**config.mk**
```make
export PLATFORM = sky130hd
export DESIGN_NAME = fsl_status_led
export DESIGN_NICKNAME = d
export VERILOG_FILES = /design/src/fsl_pkg.sv /design/src/fsl_pattern_gen.sv /design/src/fsl_status_led.sv
export SDC_FILE = /design/constraint.sdc
export NUM_CORES = 1
export LEC_CHECK = 0
export BUFFER_PORTS_ARGS = -buffer_cell sky130_fd_sc_hd__buf_4
export CAP_MARGIN = 40
export CELL_PAD_IN_SITES_DETAIL_PLACEMENT = 2
export CELL_PAD_IN_SITES_GLOBAL_PLACEMENT = 2
export CORE_ASPECT_RATIO = 1.5
export CORE_MARGIN = 2
export CORE_UTILIZATION = 41
export CTS_BUF_LIST = sky130_fd_sc_hd__clkbuf_8
export CTS_CLUSTER_DIAMETER = 60
export DETAILED_ROUTE_END_ITERATION = 8
export GPL_ROUTABILITY_DRIVEN = 0
export PLACE_DENSITY_LB_ADDON = 0.1
export SLEW_MARGIN = 20
export SYNTH_ARGS = -nofsm -noshare
export SYNTH_HDL_FRONTEND = slang
export SYNTH_SLANG_ARGS = --single-unit
```
**constraint.sdc**
```tcl
create_clock -name clock -period 3.2 [get_ports clock]
set_clock_uncertainty 0.15 [all_clocks]
set_input_delay 0.16 -clock clock [delete_from_list [all_inputs] [get_ports clock]]
set_output_delay 0.16 -clock clock [all_outputs]
set_load 0.01 [all_outputs]
```
**src/fsl_pkg.sv**
```systemverilog
`default_nettype none

package fsl_pkg;

    // Clock rate of the system clock
    localparam int CLK_HZ          = 50_000_000;

    // Pattern times in their own units
    localparam int BLINK_FREQ_DHZ  = 25;     // Blink rate, 2.5 Hz in tenths
    localparam int FLASH_MS        = 200;    // One flash on time
    localparam int PAUSE_MS        = 1000;   // Dark pause after a flash group
    localparam int FLICKER_HZ      = 10;     // Port flicker rate

    // Width of every pattern timer; holds the longest count below
    localparam int TIMER_W         = 26;

    // Cycle counts derived from the times above
    localparam logic [TIMER_W-1:0] BLINK_HALF_CYC =
        TIMER_W'((CLK_HZ / 2 / BLINK_FREQ_DHZ) * 10);
    localparam logic [TIMER_W-1:0] FLASH_CYC =
        TIMER_W'((CLK_HZ / 1000) * FLASH_MS);
    localparam logic [TIMER_W-1:0] PAUSE_CYC =
        TIMER_W'((CLK_HZ / 1000) * PAUSE_MS);
    localparam logic [TIMER_W-1:0] FLICKER_HALF_CYC =
        TIMER_W'(CLK_HZ / 2 / FLICKER_HZ);

    // Communication state codes presented by the slave core
    localparam logic [1:0] STATE_INIT    = 2'h0;
    localparam logic [1:0] STATE_PREOP   = 2'h1;
    localparam logic [1:0] STATE_SAFEOP  = 2'h2;
    localparam logic [1:0] STATE_RUNNING = 2'h3;

    // Reset values
    localparam logic               RESET_LIT   = 1'b0;
    localparam logic [TIMER_W-1:0] RESET_TIMER = '0;

    // Sink pins pull low when active; their data level never changes
    localparam logic SINK_LEVEL = 1'b0;

    // Patterns a status indicator can show
    typedef enum logic [2:0] {
        PAT_OFF    = 3'h0,
        PAT_ON     = 3'h1,
        PAT_BLINK  = 3'h2,
        PAT_SINGLE = 3'h3,
        PAT_DOUBLE = 3'h4
    } fsl_pattern_t;

    // Phases of the pattern sequencer
    typedef enum logic [3:0] {
        PH_ON1   = 4'h1,
        PH_GAP   = 4'h2,
        PH_ON2   = 4'h4,
        PH_PAUSE = 4'h8
    } fsl_phase_t;

endpackage

`default_nettype wire

```
**src/fsl_pattern_gen.sv**
```systemverilog
`timescale 1ns/1ps
`default_nettype none

module fsl_pattern_gen
    import fsl_pkg::*;
#(
    parameter logic [TIMER_W-1:0] BLINK_HALF = BLINK_HALF_CYC,
    parameter logic [TIMER_W-1:0] FLASH      = FLASH_CYC,
    parameter logic [TIMER_W-1:0] PAUSE      = PAUSE_CYC
) (
    // Clock and reset
    input  wire logic         clock,
    input  wire logic         reset_n,
    // Requested pattern
    input  wire fsl_pattern_t mode,
    // Indicator lit, registered
    output logic              lit
);

    fsl_phase_t         phase_reg, phase_next;
    logic [TIMER_W-1:0] timer_reg, timer_next;
    fsl_pattern_t       mode_reg;
    logic               lit_reg, lit_next;

    // Length of the first on phase of a pattern
    function automatic logic [TIMER_W-1:0] first_len(input fsl_pattern_t m);
        first_len = (m == PAT_BLINK) ? BLINK_HALF : FLASH;
    endfunction

    // Sequencer: restart on a new pattern, else count down and step
    always_comb begin
        phase_next = phase_reg;
        timer_next = timer_reg;
        if (mode != mode_reg) begin
            phase_next = PH_ON1;
            timer_next = first_len(mode) - TIMER_W'(1);
        end else if (timer_reg != RESET_TIMER) begin
            timer_next = timer_reg - TIMER_W'(1);
        end else begin
            case (phase_reg)
                PH_ON1: begin
                    if (mode == PAT_BLINK) begin
                        phase_next = PH_GAP;
                        timer_next = BLINK_HALF - TIMER_W'(1);
                    end else if (mode == PAT_SINGLE) begin
                        phase_next = PH_PAUSE;
                        timer_next = PAUSE - TIMER_W'(1);
                    end else if (mode == PAT_DOUBLE) begin
                        phase_next = PH_GAP;
                        timer_next = FLASH - TIMER_W'(1);
                    end
                end
                PH_GAP: begin
                    if (mode == PAT_DOUBLE) begin
                        phase_next = PH_ON2;
                        timer_next = FLASH - TIMER_W'(1);
                    end else begin
                        phase_next = PH_ON1;
                        timer_next = first_len(mode) - TIMER_W'(1);
                    end
                end
                PH_ON2: begin
                    phase_next = PH_PAUSE;
                    timer_next = PAUSE - TIMER_W'(1);
                end
                PH_PAUSE: begin
                    phase_next = PH_ON1;
                    timer_next = FLASH - TIMER_W'(1);
                end
                default: begin
                    phase_next = PH_ON1;
                    timer_next = RESET_TIMER;
                end
            endcase
        end
        // Steady modes ignore the phase; the rest are lit in on phases
        case (mode)
            PAT_OFF: lit_next = 1'b0;
            PAT_ON:  lit_next = 1'b1;
            default: lit_next = (phase_next == PH_ON1) ||
                                (phase_next == PH_ON2);
        endcase
    end

    // Sequencer state
    always_ff @(posedge clock or negedge reset_n) begin
        if (!reset_n) begin
            phase_reg <= PH_ON1;
            timer_reg <= RESET_TIMER;
            mode_reg  <= PAT_OFF;
            lit_reg   <= RESET_LIT;
        end else begin
            phase_reg <= phase_next;
            timer_reg <= timer_next;
            mode_reg  <= mode;
            lit_reg   <= lit_next;
        end
    end

    assign lit = lit_reg;
endmodule

`default_nettype wire

```
**src/fsl_status_led.sv**
```systemverilog
`timescale 1ns/1ps
`default_nettype none

// Operation
// - Run indicator dark in the initialisation state.
// - Run indicator blinks in the state_preop state.
// - Run indicator single-flashes in the state_safeop state.
// - Run indicator steadily lit in the state_running state.
// - Error indicator dark while no error condition is present.
// - Error indicator double-flashes after an application watchdog timeout.
// - Error indicator single-flashes after an error-forced state change.
// - Error indicator blinks on a general configuration error.
// - Blink toggles continuously at about 2.5 Hz.
// - Flash is 0.2 s on; each group ends with 1 s dark.
// - Separate activity outputs for the input and output ports.
// - Port indicator: closed dark, open idle lit, traffic flickering.
// - Port flicker toggles continuously at about 10 Hz.
// - Status indicators lit by an active open-collector sink.
// - Port indicators lit by sourcing, output high when lit.
module fsl_status_led
    import fsl_pkg::*;
#(
    parameter logic [TIMER_W-1:0] BLINK_HALF_CYCLES   = BLINK_HALF_CYC,
    parameter logic [TIMER_W-1:0] FLASH_CYCLES        = FLASH_CYC,
    parameter logic [TIMER_W-1:0] PAUSE_CYCLES        = PAUSE_CYC,
    parameter logic [TIMER_W-1:0] FLICKER_HALF_CYCLES = FLICKER_HALF_CYC
) (
    // Clock and reset
    input  wire logic       clock,
    input  wire logic       reset_n,

    // Slave communication state and error conditions
    input  wire logic [1:0] comm_state,
    input  wire logic       watchdog_timeout,
    input  wire logic       state_safe_with_fault,
    input  wire logic       config_error,

    // Per-port link status
    input  wire logic       in_port_link_open,
    input  wire logic       in_port_traffic,
    input  wire logic       out_port_link_open,
    input  wire logic       out_port_traffic,

    // Run indicator sink pin
    output logic            run_indicator_out,
    output logic            run_indicator_oe,

    // Error indicator sink pin
    output logic            error_indicator_out,
    output logic            error_indicator_oe,

    // Port activity source outputs
    output logic            in_port_activity_out,
    output logic            out_port_activity_out
);

    localparam int NPORTS = 2;

    fsl_pattern_t       run_mode;
    fsl_pattern_t       error_mode;
    logic               run_lit;
    logic               error_lit;

    logic [TIMER_W-1:0] flicker_cnt_reg, flicker_cnt_next;
    logic               flicker_phase_reg, flicker_phase_next;

    logic [NPORTS-1:0]  port_open;
    logic [NPORTS-1:0]  port_traffic;
    logic [NPORTS-1:0]  port_lit_reg;
    logic [NPORTS-1:0]  port_lit_next;

    // Port indicator level for one port
    function automatic logic port_level(input logic open,
                                        input logic traffic,
                                        input logic phase);
        if (!open) begin
            port_level = 1'b0;
        end else if (!traffic) begin
            port_level = 1'b1;
        end else begin
            port_level = phase;
        end
    endfunction

    // Run pattern from the communication state
    always_comb begin
        case (comm_state)
            STATE_INIT:    run_mode = PAT_OFF;
            STATE_PREOP:   run_mode = PAT_BLINK;
            STATE_SAFEOP:  run_mode = PAT_SINGLE;
            STATE_RUNNING: run_mode = PAT_ON;
            default:       run_mode = PAT_OFF;
        endcase
    end

    // Error pattern; configuration errors outrank the others since
    // they block any further state change until corrected
    always_comb begin
        if (config_error) begin
            error_mode = PAT_BLINK;
        end else if (state_safe_with_fault) begin
            error_mode = PAT_SINGLE;
        end else if (watchdog_timeout) begin
            error_mode = PAT_DOUBLE;
        end else begin
            error_mode = PAT_OFF;
        end
    end

    // Run indicator sequencer
    fsl_pattern_gen #(
        .BLINK_HALF (BLINK_HALF_CYCLES),
        .FLASH      (FLASH_CYCLES),
        .PAUSE      (PAUSE_CYCLES)
    ) u_run_pattern (
        .clock      (clock),
        .reset_n    (reset_n),
        .mode       (run_mode),
        .lit        (run_lit)
    );

    // Error indicator sequencer
    fsl_pattern_gen #(
        .BLINK_HALF (BLINK_HALF_CYCLES),
        .FLASH      (FLASH_CYCLES),
        .PAUSE      (PAUSE_CYCLES)
    ) u_error_pattern (
        .clock      (clock),
        .reset_n    (reset_n),
        .mode       (error_mode),
        .lit        (error_lit)
    );

    // Sink pins: enable pulls the LED cathode low, release turns it off
    assign run_indicator_out   = SINK_LEVEL;
    assign run_indicator_oe    = run_lit;
    assign error_indicator_out = SINK_LEVEL;
    assign error_indicator_oe  = error_lit;

    // Free-running flicker timebase, shared by both ports; it is not
    // restarted by traffic so that short bursts still show a toggle
    always_comb begin
        if (flicker_cnt_reg == RESET_TIMER) begin
            flicker_cnt_next   = FLICKER_HALF_CYCLES - TIMER_W'(1);
            flicker_phase_next = !flicker_phase_reg;
        end else begin
            flicker_cnt_next   = flicker_cnt_reg - TIMER_W'(1);
            flicker_phase_next = flicker_phase_reg;
        end
    end

    // Flicker timebase registers
    always_ff @(posedge clock or negedge reset_n) begin
        if (!reset_n) begin
            flicker_cnt_reg   <= RESET_TIMER;
            flicker_phase_reg <= RESET_LIT;
        end else begin
            flicker_cnt_reg   <= flicker_cnt_next;
            flicker_phase_reg <= flicker_phase_next;
        end
    end

    // Port status gathered by index: 0 is the input port
    assign port_open    = {out_port_link_open, in_port_link_open};
    assign port_traffic = {out_port_traffic, in_port_traffic};

    // One registered activity output per port
    genvar p;
    generate
        for (p = 0; p < NPORTS; p++) begin : g_port
            always_comb begin
                port_lit_next[p] = port_level(port_open[p],
                                              port_traffic[p],
                                              flicker_phase_reg);
            end

            always_ff @(posedge clock or negedge reset_n) begin
                if (!reset_n) begin
                    port_lit_reg[p] <= RESET_LIT;
                end else begin
                    port_lit_reg[p] <= port_lit_next[p];
                end
            end
        end
    endgenerate

    // Source outputs drive high when lit
    assign in_port_activity_out  = port_lit_reg[0];
    assign out_port_activity_out = port_lit_reg[1];
endmodule

`default_nettype wire

```
==> reports/results.txt <==
number of design rule violations left after detail routing = 0
post-synthesis instance area = 0.00511 mm²
R2R Path Start = u_error_pattern.timer_reg[0]
post-placement cell count = 724
via count of the first global-routing pass = 5010
total wirelength of the detailed-routed design = 14.5 mm
total power consumption of the routed design = 2.32 mW
number of flops mapped to enable cells by yosys = 0
Hold WC Path Type = primary input to async pin
global-route congestion overflow total = 0
filler instances = 1346
post-synthesis register bit count = 96
die extent in x = 95.2 µm
via count of the routed design = 4297
worst max-slew margin expressed relative to the limit = 59.9%
Leak Pwr = 2.22 nW
detail-routed net length per standard cell = 19.3 µm
outcome = finished clean
R2R cell count = 8
period utilisation layout = 95.3%
type of the worst setup path = flip-flop to flip-flop
Mean Syn Cell Area = 9.31 µm²
final instance area = 0.00587 mm²
flop2flop setup slack = 0.15 ns
number of distinct library cell variants in the gate-level netlist after synthesis = 58
final-report hold violation count = 0
Hold Slack = 0.0891 ns
cell at the slowest stage of the critical path = or4b_2
buffers from clock root to sink, at most = 2
core footprint = 0.0123 mm²
post-route setup TNS = 0 ns
crit path time final = 3.05 ns
Crit path required time = 3.30 ns
initial drt markers = 159
actual transition at the worst max-transition pin = 0.596 ns
clock tree from TritonCTS = yes
dominant synthesized flop cell = dfrtp_1
proportion of register bits with asynchronous set or reset after synthesis = 100%
Placed Area = 0.00551 mm²
count of synthesis-stage warnings from yosys = 0
Crit path top cell by count = buf_4
pwr/cell area = 395 mW/mm²
Arr. time, crit path = 3.15 ns
Critical Path Max Stage Delay = 0.62 ns
DPL Wire Length = 10.4 mm
effective utilization at floorplan = 41.5%
TritonCTS buffer count = 9
H-tree level count = 3
Pre-antenna DRT Iters = 4
worst IR drop on VDD = 0.184 mV
# setup viols final = 0
post-route insts no fill = 751
row count = 50
largest net degree at the start of global routing = 61
number of max-capacitance violations reported = 0
final design utilization = 47.7%
post-DR vias/cell = 5.72
first-pass GRT wire length = 24.8 mm
count of input and output buffers = 14
Ports = 17
number of pins exceeding their max-slew limit in the final report = 0
number of cells produced by synthesis = 549
maximum achievable frequency = 0.328 GHz
list of cells traversed by the critical path = inv_1, ha_1, or4b_2, buf_4, or3_1, nor4_4, buf_4, a21oi_1
ratio of cells with drive above 1 in the final layout = 12.9%
Post-Place Worst Slack = 0.0435 ns
post-detailed-route count of antenna-violating nets = 0
Critical Path Source Type = flip-flop
antenna cells = 0
cell at the root of the clock tree = clkbuf_8
clock latency on the worst-skew pair = 0.36 ns
crit path max fanout = 9
die area = 0.0134 mm²
total global routing track utilization = 23.4%
portion of the post-synthesis area used by sequential elements = 47.0%
TritonCTS Sinks = 96
overall die height = 141 µm
nets = 608
number of antenna violations at the first check in global routing = 0
unrepaired setup endpoints after global routing = false
critical path capture point type = flip-flop
Critical Path Source = u_error_pattern.timer_reg[0]
clock-pin slew of the registers on the worst-case setup and hold paths = 0.09 ns
minimum setup slack in the final design = 0.152 ns
layout-stage area growth over the synthesis result = 14.9%
layout make-up:
class                           instances  area, µm²  share of cell area, %
Clock buffer                           10        138                   2.34
Clock inverter                          6       83.8                   1.43
Inverter                               14       52.6                  0.895
Multi-Input combinational cell        420       2590                   44.2
Sequential cell                        96       2400                   40.9
Tap cell                              156        195                   3.32
Timing Repair Buffer                   49        407                   6.92
cells in the mapped netlist, drive strengths merged, types with 10 or more instances:
cell type   n  area [µm²]
or3        20         125
xor2       19         166
inv        14        52.6
nand2      40         150
xnor2      33         289
a21oi      32         160
or4        13        97.6
nor4       22         138
nor2       78         293
o21ai      15        75.1
dfrtp      94        2350
clkbuf     14        52.6
nor2b      10        62.6
nor3       30         155
placed cells by master (no fill, tap or decap), types with 5 or more instances in the layout:
cell           Yosys  routed
clkbuf_8           0      10
nand2_1           40      40
a31oi_1            5       5
o21ai_0           15      15
nand3_1            8       8
o31ai_1            5       5
xnor2_1           33      33
nand2b_1           8       8
ha_1               7       7
xor2_1            19      19
mux2i_1            6       6
a211oi_1           8       8
or3_1             20      20
a21oi_1           32      32
or4_1             13      13
nor2b_1           10      10
inv_1             14      15
dfrtp_1           94      94
nor2_1            78      78
nor4_1            22      21
or2_2              8       8
buf_4              2      38
nor3_1            29      27
dlygate4sd3_1      0       9
power breakdown:
group	switching, mW	total [mW]	internal (mW)
clock	0.435	0.893	0.458
sequential	0.0101	1.24	1.23
combinational	0.121	0.191	0.0702
total	0.566	2.32	1.75
logic make-up (layout without fill, tap and decap cells):
kind of cell | Yosys count | after routing | synth area share, %
and+or+nand+nor | 260 | 260 | 26.3
DFF | 96 | 96 | 47.0
AOI/OAI and AO/OA | 90 | 90 | 11.1
xor gates and xnor gates | 52 | 52 | 8.91
buffers and inverters | 34 | 79 | 2.99
muxes | 9 | 9 | 1.84
adders and majority gates | 7 | 7 | 1.71
other | 1 | 2 | 0.0734
per-layer routing:
layer,track usage [%],vias to the layer above,routed length (µm)
li1,-,2021,-
met4,7.70,0,252
met3,2.94,20,179
met1,26.2,2229,5750
met5,0,-,0
met2,44.6,27,8330
worst paths after layout:
check,end
min,u_error_pattern.timer_reg[25]
max reg2reg,u_error_pattern.timer_reg[0]
min reg2reg,flicker_cnt_reg[0]
max,u_error_pattern.timer_reg[0]
max in group asynchronous,u_run_pattern.phase_reg[0]
min in group clock,u_run_pattern.mode_reg[0]
critical path, delay by kind of cell, from the launching register on:
| family | cells | cell delay, ns |
|---|---|---|
| AOI/OAI and AO/OA | 1 | 0.08 |
| and+or+nand+nor | 3 | 1.51 |
| DFF | 1 | 0.41 |
| buffers and inverters | 3 | 0.56 |
| adders and majority gates | 1 | 0.22 |
what timing repair did:
action | in CTS | in global routing
hold buffers | 9 | 0
endpoints found under the hold margin | 62 | 0
endpoints found under the setup margin | 0 | 12
gates resized for setup | 0 | 5
buffers inserted | 0 | 1
(Power assumes the default switching activity.)
